**src/common/ssp_pkg.sv**
```systemverilog
package ssp_pkg;
   // byte addresses of the register words
   localparam logic [7:0] ADDR_ROLE = 8'h00;
   localparam logic [7:0] ADDR_MODE = 8'h04;
   localparam logic [7:0] ADDR_ORDER = 8'h08;
   localparam logic [7:0] ADDR_ENABLE = 8'h0c;
   localparam logic [7:0] ADDR_FLAGS = 8'h10;
   localparam logic [7:0] ADDR_RXBUF = 8'h14;
   localparam logic [7:0] ADDR_TXBUF = 8'h18;
   localparam logic [7:0] ADDR_HALT = 8'h1c;
   // role_pin_control
   localparam int ROLE_MASTER = 7;
   localparam int ROLE_SCLK_PIN = 2;
   localparam int ROLE_CS_HI = 1;
   localparam int ROLE_CS_LO = 0;
   localparam logic [7:0] ROLE_MASK = 8'h87;
   // mode_control
   localparam int MODE_FOUR_LINE = 6;
   localparam logic [7:0] MODE_MASK = 8'h40;
   // order_rate_control
   localparam int ORDER_MSB = 7;
   localparam logic [7:0] ORDER_MASK = 8'h87;
   localparam logic [7:0] ORDER_RST = 8'h03;
   // enable_control; bits 4..0 pair with the flag bits
   localparam int ENA_TX = 7;
   localparam int ENA_RX = 6;
   localparam logic [7:0] ENABLE_MASK = 8'hdf;
   // event_flags
   localparam int FLG_OVR = 4;
   localparam int FLG_TEND = 3;
   localparam int FLG_TDRE = 2;
   localparam int FLG_RXF = 1;
   localparam int FLG_CONF = 0;
   localparam int NUM_FLAGS = 5;
   localparam logic [NUM_FLAGS-1:0] FLAGS_RST = 5'h04;
   // clock_halt_control
   localparam int HALT_CLOCK_ON = 0;
   // chip select pin use: 10 input, 11 output
   localparam logic [1:0] CS_AS_INPUT = 2'h2;
   localparam logic [1:0] CS_AS_OUTPUT = 2'h3;
   localparam logic [7:0] BYTE_RST = 8'h00;
   localparam logic [7:0] IDLE_FILL = 8'hff;
   localparam logic [2:0] LAST_BIT = 3'h7;
   // rate: half period = HALF_BASE << rate, 011 gives 16 + 16 = 32 cycles
   localparam int CNT_W = 9;
   localparam logic [CNT_W-1:0] HALF_BASE = 9'h002;
   localparam logic [CNT_W-1:0] CNT_ONE = 9'h001;
   typedef enum logic [1:0] {ENG_IDLE, ENG_LOW, ENG_HIGH} ssp_eng_t;
endpackage : ssp_pkg

```
**src/hdl/ssp_ahb_slave.sv**
```systemverilog
`timescale 1ns/1ns
module ssp_ahb_slave
   import ssp_pkg::*;
(
   // clock and reset
   input wire logic hclk,
   input wire logic hresetn,
   input wire logic ce,
   // bus
   input wire logic hsel,
   input wire logic [31:0] haddr,
   input wire logic [1:0] htrans,
   input wire logic hwrite,
   input wire logic hready,
   input wire logic [31:0] hwdata,
   output logic hreadyout,
   output logic [31:0] hrdata,
   output logic hresp,
   // register side
   output logic wr_pulse,
   output logic rd_pulse,
   output logic [7:0] acc_addr,
   output logic [7:0] wr_data,
   input wire logic [7:0] rd_data
);
   logic busy_q, busy_d;
   logic write_q, write_d;
   logic [7:0] addr_q, addr_d;
   logic ready_q, ready_d;
   logic [31:0] rdata_q, rdata_d;
   logic accept;

   always_comb
   begin
      accept = hsel && htrans[1] && hready && !busy_q;
      busy_d = accept;
      ready_d = !accept;
      write_d = accept ? hwrite : write_q;
      // words beyond the register block decode as unmapped
      addr_d = accept ? ((haddr[31:8] == '0) ? haddr[7:0] : 8'hff) : addr_q;
      rdata_d = rdata_q;
      if (busy_q && !write_q)
         rdata_d = {24'h000000, rd_data};
      wr_pulse = busy_q && write_q;
      rd_pulse = busy_q && !write_q;
      acc_addr = addr_q;
      wr_data = hwdata[7:0];
   end

   always_ff @(posedge hclk or negedge hresetn)
   begin
      if (!hresetn)
      begin
         busy_q <= 1'b0;
         write_q <= 1'b0;
         addr_q <= 8'h00;
         ready_q <= 1'b1;
         rdata_q <= 32'h00000000;
      end
      else if (ce)
      begin
         busy_q <= busy_d;
         write_q <= write_d;
         addr_q <= addr_d;
         ready_q <= ready_d;
         rdata_q <= rdata_d;
      end
   end

   assign hreadyout = ready_q;
   assign hrdata = rdata_q;
   assign hresp = 1'b0;
endmodule : ssp_ahb_slave

```
**src/hdl/ssp_rate_div.sv**
```systemverilog
`timescale 1ns/1ns
module ssp_rate_div
   import ssp_pkg::*;
(
   // clock and reset
   input wire logic hclk,
   input wire logic hresetn,
   input wire logic ce,
   // control
   input wire logic run,
   input wire logic [2:0] rate_sel,
   // one pulse per half serial clock
   output logic half_tick
);
   logic [CNT_W-1:0] cnt_q;
   logic [CNT_W-1:0] cnt_d;
   logic [CNT_W-1:0] reload;

   always_comb
   begin
      reload = (HALF_BASE << rate_sel) - CNT_ONE;
      half_tick = run && (cnt_q == '0);
      if (!run || cnt_q == '0)
         cnt_d = reload;
      else
         cnt_d = cnt_q - CNT_ONE;
   end

   always_ff @(posedge hclk or negedge hresetn)
   begin
      if (!hresetn)
         cnt_q <= '0;
      else if (ce)
         cnt_q <= cnt_d;
   end
endmodule : ssp_rate_div

```
**src/hdl/ssp_top.sv**
```systemverilog
`timescale 1ns/1ns
module ssp_top
   import ssp_pkg::*;
(
   // clock and reset
   input wire logic hclk,
   input wire logic hresetn,
   input wire logic ce,
   // ahb-lite slave
   input wire logic hsel,
   input wire logic [31:0] haddr,
   input wire logic [1:0] htrans,
   input wire logic hwrite,
   input wire logic [2:0] hsize,
   input wire logic hready,
   input wire logic [31:0] hwdata,
   output logic hreadyout,
   output logic [31:0] hrdata,
   output logic hresp,
   // serial clock pin
   input wire logic serial_clock_pin_i,
   output logic serial_clock_pin_o,
   output logic serial_clock_pin_oe,
   // chip select pin
   input wire logic chip_select_n_pin_i,
   output logic chip_select_n_pin_o,
   output logic chip_select_n_pin_oe,
   // data pins
   input wire logic first_data_pin_i,
   output logic first_data_pin_o,
   output logic first_data_pin_oe,
   input wire logic second_data_pin_i,
   output logic second_data_pin_o,
   output logic second_data_pin_oe,
   // interrupt requests
   output logic tx_buffer_empty_irq,
   output logic tx_end_irq,
   output logic rx_full_irq,
   output logic overrun_irq,
   output logic conflict_irq
);
   logic [7:0] role_q, role_d, mode_q, mode_d, order_q, order_d, enable_q, enable_d;
   logic [NUM_FLAGS-1:0] flags_q, flags_d, seen_q, seen_d, irq_q, irq_d;
   logic [7:0] rxbuf_q, rxbuf_d, txbuf_q, txbuf_d, shift_q, shift_d;
   logic clk_on_q, clk_on_d;
   ssp_eng_t eng_q, eng_d;
   logic [2:0] bit_q, bit_d;
   logic full_q, full_d, rx_bit_q, rx_bit_d, phase_q, phase_d, sclk_prev_q;
   logic sclk_q, sclk_d, cs_q, cs_d;
   logic sclk_oe_q, sclk_oe_d, cs_oe_q, cs_oe_d;
   logic d1_q, d1_d, d1_oe_q, d1_oe_d, d2_q, d2_d, d2_oe_q, d2_oe_d;
   logic wr_pulse, rd_pulse, half_tick;
   logic [7:0] acc_addr, wr_data, rd_data;
   logic master, active, msb, serial_in, rise, fall, start_ok, byte_done, load, conflict;
   logic [7:0] done_byte;

   // register index decode shared by read and write paths
   function automatic logic hit(input logic [7:0] a, input logic [7:0] base);
      hit = (a == base);
   endfunction : hit

   // bit reversal for msb-first loads and stores
   function automatic logic [7:0] rev8(input logic [7:0] v);
      logic [7:0] r;
      r = '0;
      for (int i = 0; i < 8; i++)
         r[i] = v[7 - i];
      rev8 = r;
   endfunction : rev8

   ssp_ahb_slave u_bus (
      .hclk(hclk),
      .hresetn(hresetn),
      .ce(ce),
      .hsel(hsel),
      .haddr(haddr),
      .htrans(htrans),
      .hwrite(hwrite),
      .hready(hready),
      .hwdata(hwdata),
      .hreadyout(hreadyout),
      .hrdata(hrdata),
      .hresp(hresp),
      .wr_pulse(wr_pulse),
      .rd_pulse(rd_pulse),
      .acc_addr(acc_addr),
      .wr_data(wr_data),
      .rd_data(rd_data)
   );

   ssp_rate_div u_div (
      .hclk(hclk),
      .hresetn(hresetn),
      .ce(ce),
      .run(eng_q != ENG_IDLE),
      .rate_sel(order_q[2:0]),
      .half_tick(half_tick)
   );

   // read mux; shifter deliberately absent
   always_comb
   begin
      rd_data = 8'h00;
      if (hit(acc_addr, ADDR_ROLE))
         rd_data = role_q;
      else if (hit(acc_addr, ADDR_MODE))
         rd_data = mode_q;
      else if (hit(acc_addr, ADDR_ORDER))
         rd_data = order_q;
      else if (hit(acc_addr, ADDR_ENABLE))
         rd_data = enable_q;
      else if (hit(acc_addr, ADDR_FLAGS))
         rd_data = {3'h0, flags_q};
      else if (hit(acc_addr, ADDR_RXBUF))
         rd_data = rxbuf_q;
      else if (hit(acc_addr, ADDR_TXBUF))
         rd_data = txbuf_q;
      else if (hit(acc_addr, ADDR_HALT))
         rd_data = {7'h00, clk_on_q};
   end

   always_comb
   begin
      role_d = role_q;
      mode_d = mode_q;
      order_d = order_q;
      enable_d = enable_q;
      flags_d = flags_q;
      seen_d = seen_q;
      rxbuf_d = rxbuf_q;
      txbuf_d = txbuf_q;
      clk_on_d = clk_on_q;
      eng_d = eng_q;
      bit_d = bit_q;
      full_d = full_q;
      rx_bit_d = rx_bit_q;
      phase_d = phase_q;
      shift_d = shift_q;
      sclk_d = sclk_q;
      cs_d = cs_q;
      byte_done = 1'b0;
      load = 1'b0;
      done_byte = 8'h00;
      master = role_q[ROLE_MASTER];
      msb = order_q[ORDER_MSB];
      active = clk_on_q && mode_q[MODE_FOUR_LINE];
      serial_in = master ? first_data_pin_i : second_data_pin_i;
      rise = serial_clock_pin_i && !sclk_prev_q;
      fall = !serial_clock_pin_i && sclk_prev_q;
      // overrun halts master transmit until cleared
      start_ok = !flags_q[FLG_OVR] && ((enable_q[ENA_TX] && !flags_q[FLG_TDRE])
                 || (!enable_q[ENA_TX] && enable_q[ENA_RX] && !flags_q[FLG_RXF]));
      conflict = active && master && role_q[ROLE_CS_HI:ROLE_CS_LO] == CS_AS_INPUT && !chip_select_n_pin_i;

      // software side
      if (wr_pulse)
      begin
         if (hit(acc_addr, ADDR_ROLE))
            role_d = wr_data & ROLE_MASK;
         if (hit(acc_addr, ADDR_MODE))
            mode_d = wr_data & MODE_MASK;
         if (hit(acc_addr, ADDR_ORDER))
            order_d = wr_data & ORDER_MASK;
         if (hit(acc_addr, ADDR_ENABLE))
            enable_d = wr_data & ENABLE_MASK;
         if (hit(acc_addr, ADDR_HALT))
            clk_on_d = wr_data[HALT_CLOCK_ON];
         if (hit(acc_addr, ADDR_FLAGS))
         begin
            // through this register a flag clears only when written 0 after being read as 1
            flags_d = flags_q & ~(seen_q & ~wr_data[NUM_FLAGS-1:0]);
            seen_d = '0;
         end
      end
      if (rd_pulse && hit(acc_addr, ADDR_FLAGS))
         seen_d = flags_q;
      if (rd_pulse && hit(acc_addr, ADDR_RXBUF))
         flags_d[FLG_RXF] = 1'b0;

      // engine
      if (!active)
      begin
         eng_d = ENG_IDLE;
         bit_d = '0;
         full_d = 1'b0;
         phase_d = 1'b0;
         sclk_d = 1'b0;
         cs_d = 1'b1;
      end
      else if (master)
      begin
         full_d = 1'b0;
         unique case (eng_q)
            ENG_IDLE:
               if (start_ok)
               begin
                  load = 1'b1;
                  cs_d = 1'b0;
                  eng_d = ENG_LOW;
               end
               else
                  cs_d = 1'b1;
            ENG_LOW:
               if (half_tick)
               begin
                  sclk_d = 1'b1;
                  rx_bit_d = serial_in;
                  eng_d = ENG_HIGH;
               end
            ENG_HIGH:
               if (half_tick)
               begin
                  sclk_d = 1'b0;
                  shift_d = {rx_bit_q, shift_q[7:1]};
                  bit_d = bit_q + 3'h1;
                  eng_d = ENG_LOW;
                  if (bit_q == LAST_BIT)
                  begin
                     byte_done = 1'b1;
                     eng_d = ENG_IDLE; // select stays low if next byte is queued
                  end
               end
         endcase
      end
      else
      begin
         eng_d = ENG_IDLE;
         sclk_d = 1'b0;
         cs_d = 1'b1;
         if (chip_select_n_pin_i)
         begin
            bit_d = '0;
            full_d = 1'b0;
            phase_d = 1'b0;
         end
         else
         begin
            if (!full_q && bit_q == '0 && !phase_q && enable_q[ENA_TX] && !flags_q[FLG_TDRE])
            begin
               load = 1'b1;
               full_d = 1'b1;
            end
            if (rise)
            begin
               rx_bit_d = serial_in;
               phase_d = 1'b1;
            end
            else if (fall && phase_q)
            begin
               phase_d = 1'b0;
               shift_d = {rx_bit_q, shift_q[7:1]};
               bit_d = bit_q + 3'h1;
               if (bit_q == LAST_BIT)
               begin
                  byte_done = 1'b1;
                  full_d = 1'b0;
               end
            end
         end
      end

      if (load)
      begin
         if (enable_q[ENA_TX] && !flags_q[FLG_TDRE])
         begin
            shift_d = msb ? rev8(txbuf_q) : txbuf_q;
            flags_d[FLG_TDRE] = 1'b1;
         end
         else
            shift_d = IDLE_FILL;
      end

      if (byte_done)
      begin
         done_byte = {rx_bit_q, shift_q[7:1]};
         if (enable_q[ENA_RX] && !flags_q[FLG_OVR])
         begin
            if (flags_q[FLG_RXF])
               flags_d[FLG_OVR] = 1'b1;
            else
            begin
               rxbuf_d = msb ? rev8(done_byte) : done_byte;
               flags_d[FLG_RXF] = 1'b1;
            end
         end
         if (enable_q[ENA_TX] && flags_q[FLG_TDRE])
            flags_d[FLG_TEND] = 1'b1;
      end

      // writing the transmit buffer queues a byte behind the shifting one
      if (wr_pulse && hit(acc_addr, ADDR_TXBUF))
      begin
         txbuf_d = wr_data;
         flags_d[FLG_TDRE] = 1'b0;
         flags_d[FLG_TEND] = 1'b0;
      end

      if (conflict)
      begin
         flags_d[FLG_CONF] = 1'b1;
         role_d[ROLE_MASTER] = 1'b0;
         eng_d = ENG_IDLE;
         bit_d = '0;
         cs_d = 1'b1;
         sclk_d = 1'b0;
      end

      // pin drivers
      sclk_oe_d = active && role_d[ROLE_MASTER] && role_q[ROLE_SCLK_PIN];
      cs_oe_d = active && role_d[ROLE_MASTER] && role_q[ROLE_CS_HI:ROLE_CS_LO] == CS_AS_OUTPUT;
      d2_d = shift_d[0];
      d2_oe_d = active && role_d[ROLE_MASTER] && enable_q[ENA_TX];
      d1_d = shift_d[0];
      d1_oe_d = active && !role_d[ROLE_MASTER] && enable_q[ENA_TX] && !chip_select_n_pin_i;

      for (int i = 0; i < NUM_FLAGS; i++)
         irq_d[i] = flags_d[i] && enable_q[i];
   end

   always_ff @(posedge hclk or negedge hresetn)
   begin
      if (!hresetn)
      begin
         role_q <= BYTE_RST;
         mode_q <= BYTE_RST;
         order_q <= ORDER_RST;
         enable_q <= BYTE_RST;
         flags_q <= FLAGS_RST;
         seen_q <= '0;
         rxbuf_q <= BYTE_RST;
         txbuf_q <= BYTE_RST;
         clk_on_q <= 1'b0;
         eng_q <= ENG_IDLE;
         bit_q <= '0;
         full_q <= 1'b0;
         rx_bit_q <= 1'b0;
         phase_q <= 1'b0;
         shift_q <= BYTE_RST;
         sclk_prev_q <= 1'b0;
         sclk_q <= 1'b0;
         cs_q <= 1'b1;
         sclk_oe_q <= 1'b0;
         cs_oe_q <= 1'b0;
         d1_q <= 1'b0;
         d1_oe_q <= 1'b0;
         d2_q <= 1'b0;
         d2_oe_q <= 1'b0;
         irq_q <= '0;
      end
      else if (ce)
      begin
         role_q <= role_d;
         mode_q <= mode_d;
         order_q <= order_d;
         enable_q <= enable_d;
         flags_q <= flags_d;
         seen_q <= seen_d;
         rxbuf_q <= rxbuf_d;
         txbuf_q <= txbuf_d;
         clk_on_q <= clk_on_d;
         eng_q <= eng_d;
         bit_q <= bit_d;
         full_q <= full_d;
         rx_bit_q <= rx_bit_d;
         phase_q <= phase_d;
         shift_q <= shift_d;
         sclk_prev_q <= serial_clock_pin_i;
         sclk_q <= sclk_d;
         cs_q <= cs_d;
         sclk_oe_q <= sclk_oe_d;
         cs_oe_q <= cs_oe_d;
         d1_q <= d1_d;
         d1_oe_q <= d1_oe_d;
         d2_q <= d2_d;
         d2_oe_q <= d2_oe_d;
         irq_q <= irq_d;
      end
   end

   assign serial_clock_pin_o = sclk_q;
   assign serial_clock_pin_oe = sclk_oe_q;
   assign chip_select_n_pin_o = cs_q;
   assign chip_select_n_pin_oe = cs_oe_q;
   assign first_data_pin_o = d1_q;
   assign first_data_pin_oe = d1_oe_q;
   assign second_data_pin_o = d2_q;
   assign second_data_pin_oe = d2_oe_q;
   assign overrun_irq = irq_q[FLG_OVR];
   assign tx_end_irq = irq_q[FLG_TEND];
   assign tx_buffer_empty_irq = irq_q[FLG_TDRE];
   assign rx_full_irq = irq_q[FLG_RXF];
   assign conflict_irq = irq_q[FLG_CONF];
endmodule : ssp_top

```
**config.mk**
```make
export PLATFORM = sky130hd
export DESIGN_NAME = ssp_top
export DESIGN_NICKNAME = d
export VERILOG_FILES = /design/src/common/ssp_pkg.sv /design/src/hdl/ssp_ahb_slave.sv /design/src/hdl/ssp_rate_div.sv /design/src/hdl/ssp_top.sv
export SDC_FILE = /design/constraint.sdc
export NUM_CORES = 1
export LEC_CHECK = 0
export ABC_AREA = 1
export ABC_CLOCK_PERIOD_IN_PS = 4600
export BUFFER_PORTS_ARGS = -buffer_cell sky130_fd_sc_hd__buf_4
export CAP_MARGIN = 20
export CORE_UTILIZATION = 45
export CTS_CLUSTER_SIZE = 28
export DETAILED_ROUTE_END_ITERATION = 7
export GPL_TIMING_DRIVEN = 0
export PLACE_DENSITY = 0.68
export SLEW_MARGIN = 20
export SYNTH_ARGS = -nofsm -noshare
export SYNTH_HDL_FRONTEND = slang
export SYNTH_SLANG_ARGS = --single-unit
export TNS_END_PERCENT = 10
```
**constraint.sdc**
```tcl
create_clock -name hclk -period 4.6 [get_ports hclk]
set_input_delay 0.69 -clock hclk [delete_from_list [all_inputs] [get_ports hclk]]
set_output_delay 0.69 -clock hclk [all_outputs]
set_load 0.01 [all_outputs]
```
Word level (Yosys, flattened, before mapping)
Index checks and enable logic that the tools add are counted.
Storage, ports and cells
  input bits: 79
  output and inout bits: 47
  logic and storage cells: 252
  bits in registers: 99
Cells by class
  reduce and logical (&&, ||, !) cells: 82
  add/sub/neg operators: 3
  equality and inequality tests: 30
  muxes and demuxes: 100
  bitwise gates (word level): 5
  shift operators: 1
Operators by type and width (count)
  $mux W8: 21
  $mux W1: 55
  $logic_and A1 B1 Y1: 38
  $eq A8 B5 Y1 const B: 4
  $mux W5: 5
  $logic_not A24 Y1: 1
  $mux W3: 8
  $reduce_and A3 Y1: 7
  $sub A9 B1 Y9 const B: 2
  $eq A8 B4 Y1 const B: 2
  $mux W2: 8
  $ne A5 B5 Y1 const B: 3
  $logic_not A1 Y1: 14
  $ne A4 B2 Y1 const B: 3
  $reduce_and A4 Y1: 3
  $and A5 B5 Y5: 2
  $not A5 Y5: 2
  $reduce_bool A2 Y1: 5
  $logic_not A9 Y1: 1
  $mux W9: 1
  $ne A3 B1 Y1 const B: 3
  $shl A2 B3 Y9 const A: 1
  $eq A8 B3 Y1 const B: 1
  $logic_not A8 Y1: 1
  22 further kinds: 30

Depth between registers and ports, before layout
  word-level depth: 12
  gate-level depth with buffers: 14
  gate-level depth less buffers: 14

Modules after synthesis
A second synthesis with hierarchy kept.
Second synthesis, totals
  cells, all modules: 822
  area, all modules: 6058.3 um2
Modules (own cells, without submodules)
  ssp_top: seq. area each 1781.7 um2, area each 4007.6 um2, cells each 543, instances 1
  ssp_ahb_slave: seq. area each 476.7 um2, area each 1173.6 um2, cells each 139, instances 1
  ssp_rate_div: seq. area each 225.2 um2, area each 877.1 um2, cells each 140, instances 1

Worst setup path after synthesis
No wires, ideal clock.
  path type: in2reg
  start point: in haddr[17]
  end point: reg u_bus.addr_q[6], in the netlist u_bus.acc_addr[6]
  arrival: 1.649 ns
  required time: 4.470 ns
  path slack: 2.821 ns
  cell stages on the path: 6
  buffers on the path: 1
  cell sequence: nor4_1 -> nand4_1 -> or2_2 -> clkbuf_1 -> o21ai_0 -> o21ai_0
On the way
  cells in the longest elaborated chain, start to end: 2
Ends and longest elaborated chain
  from (decl): RTL line ssp_top.sv:11  | input wire logic [31:0] haddr,
  $logic_not A24 Y1: RTL line ssp_ahb_slave.sv:40  | addr_d = accept ? ((haddr[31:8] == '0) ? haddr[7:0] : 8'hff) : addr_q;
  $mux W8: RTL line ssp_ahb_slave.sv:40
  to (signal assigned): RTL line ssp_ahb_slave.sv:64  | addr_q <= addr_d;
  to (decl): RTL line ssp_ahb_slave.sv:28  | logic [7:0] addr_q, addr_d;
Every way passes these cells.
A chain may end at the register's enable or synchronous reset.

Worst setup path in the final report
  start point: reg eng_q[1]
  end point: reg u_div.cnt_q[8]
On the way
  cells in the longest elaborated chain, start to end: 4
Ends and longest elaborated chain
  from (decl): RTL line ssp_top.sv:46  | ssp_eng_t eng_q, eng_d;
  from (signal assigned): RTL line ssp_top.sv:361  | eng_q <= eng_d;
  $reduce_bool A2 Y1: RTL line ssp_top.sv:95  | .run(eng_q != ENG_IDLE),
  $logic_not A1 Y1: RTL line ssp_rate_div.sv:23  | if (!run || cnt_q == '0)
  $logic_or A1 B1 Y1: RTL line ssp_rate_div.sv:23
  $mux W9: RTL line ssp_rate_div.sv:23
  to (signal assigned): RTL line ssp_rate_div.sv:34  | cnt_q <= cnt_d;
  to (decl): RTL line ssp_rate_div.sv:15  | logic [CNT_W-1:0] cnt_q;
Every way passes these cells.

==> impl_results.md <==
* Worst rel slew slack at 0.402
* Die extent in y at ~120 um
* DRC marker count from the first detailed-route iteration at 315
* Layout cells sized above 1 at 0.248
* CTS clock-pin slew for the worst setup and hold paths at roughly 0.060 ns
* Post-cts resize count at 0
* Die width at 116 um
* Synth Warn # at 0
* Critical Path Fanout Max at 10
* Status: complete, no violations
* Layout Cells excl Fill at 1012
* Total iterations of the first detailed-routing run at 5
* Maximum number of pins on one net before global-route repair at 100
* Number of antenna violations at the first check in global routing at 0
* Worst Setup Start Kind: flip-flop
* Total wire length at about 15 mm
* H-Tree Depth at 3
* Number of global-route vias before repair at 4821
* Final setup TNS at 0 ns
* Number of unique standard cell types used by synthesis at 49
* Remaining number of nets flagged by the antenna check after routing at 0
* Hold buffer count at cts at 0
* Achievable Freq at just under 500 MHz
* Avg WL per Cell at 14.5 um
* Clock Skews at 0.00942 ns
* Hold Fails Final Rpt at 0
* Number of cells produced by synthesis at 729
* Post-synthesis async set-or-reset flop share at 1.00
* Part of the cycle the worst path needs at 0.444
* Setup crit end kind: flip-flop
* Critical path arrival at 2.28 ns
* Vias at 5172
* Worst setup slack after placement at 2.35 ns
* Buffer type at the clock tree root: sky130_fd_sc_hd__clkbuf_16
* Top FF cell, synth: sky130_fd_sc_hd__dfrtp_1
* Number of register bits inferred by synthesis at 99
* Count of endpoints failing setup in the final report at 0
* Total count of max-transition violations in the final report at 0
* Global-route congestion overflow total at 0
* Cells traversed along the worst timing path: nor2_2 -> inv_2 -> buf_2 -> nand3_1 -> nand2_1 -> inv_1 -> ha_1 -> nand3_2 -> nor2_2 -> nand4_1 -> nand3_1 -> nand2_1
* Clock period minus final worst setup slack at 2.04 ns
* Max Cap Violations at 0
* Cell area after synthesis at 0.00580 mm2
* Number of rows in the core area at 41
* Least setup slack across all paths after layout at 2.56 ns
* Type of the tightest min-delay check: input port to async pin
* Tightest hold margin at around 0.43 ns
* Register area share after synthesis at 0.428
* Input/output buffers at 71
* Post-CTS Repair Setup Buffers at 0
* Data required time at the worst endpoint at 4.84 ns
* Slowest stage cell on the critical path: sky130_fd_sc_hd__dfrtp_1
* Boundary Pins at 126
* Number of buffers added by the clock tree synthesis step at 9
* Clk sink count at 99
* Start of the worst register-to-register path: eng_q[1]
* Placeable core region at 0.0126 mm2
* Number of design rule violations left after detail routing at 0
* Cell total after placement at 996
* Area growth from synthesis to layout at 20.3%
* Effective utilization at floorplan at 0.460
* Pwr per Cell Area at around 310 mW/mm2
* Peak supply drop at around 200 uV
* Vias per std cell at between 5 and 6
* Detailed placement HPWL at 11.1 mm
* Clk Latency, worst-skew pair at 0.35 ns
* First-pass GRT wire length at 24.0 mm
* Category of the critical setup timing path: flip-flop to flip-flop
* Setup crit start: eng_q[1]
* Routability congestion estimate at 0.907
* Average cell area after synthesis at 7.96 um2
* Die Outline Area at 0.0134 mm2
* Measured slew at the worst slew-check pin at 0.896 ns
* RSZ-0062 raised after global routing: no
* Antenna diode count at 0
* Count of flip-flops with a built-in enable after synthesis at 0
* GRT Total Usage at 0.236
* Clock tree from TritonCTS: built
* Fin nets at 918
* Delay of the slowest critical-path stage at around 0.40 ns
* Leakage power at 3.40 nW
* Number of buffers between clock root and the deepest sink at 2
[final timing paths]
path,cells past startpoint,end,slack (ns)
setup / recovery,12,u_div.cnt_q[8],2.56
hold / removal,1,u_div.cnt_q[6],0.43
setup reg to reg,12,u_div.cnt_q[8],2.56
hold reg to reg,2,chip_select_n_pin_o,0.48
max in group asynchronous,1,rxbuf_q[6],3.55
min in group hclk,2,chip_select_n_pin_o,0.48
[critical path, delay by kind of cell (launching register included)]
kind	cells	cell delay, ns
flops	1	0.40
fa+ha+maj	1	0.24
buf+inv	3	0.33
simple gates	8	0.96
[metrics by stage]
step | utilization | power [W] | instance area, um2
2_1_floorplan | - | 0.00121 | 5890
3_3_place_gp | 0.526 | 0.00134 | 6640
3_5_place_dp | 0.527 | 0.00135 | 6650
4_1_cts | 0.553 | 0.00221 | 6980
5_1_grt | 0.553 | 0.00229 | 6980
6_report | 0.553 | 0.00219 | 6980
[where the power goes]
group	total (W)	switching (W)	internal, W
Combinational	0.000343	0.000209	0.000133
Clock	0.000862	0.000329	0.000534
Sequential	0.000987	0.0000530	0.000934
Total	0.00219	0.000591	0.00160
[layer usage]
metal  up-vias  routed length (um)  track usage
met3        10                 662       0.0513
met1      2464                6540        0.304
met2       129                7340        0.404
li1       2569                   -            -
met4         0                 164       0.0623
met5         -                   0            0
[layout by cell type (no fill, tap or decap), types with 7 or more instances in the layout]
master,synthesis,routed
sky130_fd_sc_hd__nand2_1,199,199
sky130_fd_sc_hd__buf_4,27,97
sky130_fd_sc_hd__nor2_2,10,10
sky130_fd_sc_hd__conb_1,1,25
sky130_fd_sc_hd__o31ai_1,7,7
sky130_fd_sc_hd__nand3_1,50,50
sky130_fd_sc_hd__clkbuf_16,0,9
sky130_fd_sc_hd__mux2i_1,7,7
sky130_fd_sc_hd__o21ai_1,9,9
sky130_fd_sc_hd__nand2_2,12,12
sky130_fd_sc_hd__dfrtp_1,94,94
sky130_fd_sc_hd__inv_1,54,54
sky130_fd_sc_hd__a21oi_1,22,22
sky130_fd_sc_hd__clkbuf_1,8,11
sky130_fd_sc_hd__o21ai_0,56,56
sky130_fd_sc_hd__o21ai_2,15,15
sky130_fd_sc_hd__nor2_1,50,50
sky130_fd_sc_hd__nor2_4,8,8
sky130_fd_sc_hd__inv_2,11,11
sky130_fd_sc_hd__nand3_2,8,8
sky130_fd_sc_hd__nand4_1,10,10
[flip-flops by register name, summed over array words and instances, names as in the netlist, 2 cells and up]
signal and count:
order_q 4, u_bus.acc_addr 8, txbuf_q 8, flags_q 5, irq_q 5, u_bus.hrdata 8
role_q 4, seen_q 5, enable_q 7, bit_q 3, u_div.cnt_q 9, eng_q 2
shift_q 8, rxbuf_q 8
[cells by family after synthesis]
kind of cell,share of synthesized area
muxes,0.0121
adders and majority gates,0.00862
and+or+nand+nor,0.310
other,0.000646
DFF,0.428
AOI/OAI and AO/OA,0.141
xor gates and xnor gates,0.00151
buffers and inverters,0.0979
[cells in the mapped netlist (9+ instances only)]
cell / instances / area share
sky130_fd_sc_hd__nand2_2: 12 / 0.013
sky130_fd_sc_hd__o21ai_1: 9 / 0.0078
sky130_fd_sc_hd__nor2_1: 50 / 0.032
sky130_fd_sc_hd__o21ai_0: 56 / 0.048
sky130_fd_sc_hd__inv_1: 54 / 0.035
sky130_fd_sc_hd__nor2_2: 10 / 0.011
sky130_fd_sc_hd__o21ai_2: 15 / 0.023
sky130_fd_sc_hd__nand2_1: 199 / 0.13
sky130_fd_sc_hd__a21oi_1: 22 / 0.019
sky130_fd_sc_hd__buf_4: 27 / 0.035
sky130_fd_sc_hd__nand4_1: 10 / 0.011
sky130_fd_sc_hd__dfrtp_1: 94 / 0.41
sky130_fd_sc_hd__nand3_1: 50 / 0.043
sky130_fd_sc_hd__inv_2: 11 / 0.0071
[cell type report]
cell class              instances  area (um2)
clock buffers                  12         236
multi-input cells             540        2840
flip-flops and latches         99        2480
inverters                      69         262
well taps                     172         215
fillers                      1203        5640
clock inverters                 4        98.8
repair buffers                 71         537
plain buffers                  45         307
No activity file was read; power rests on OpenSTA's default activity.
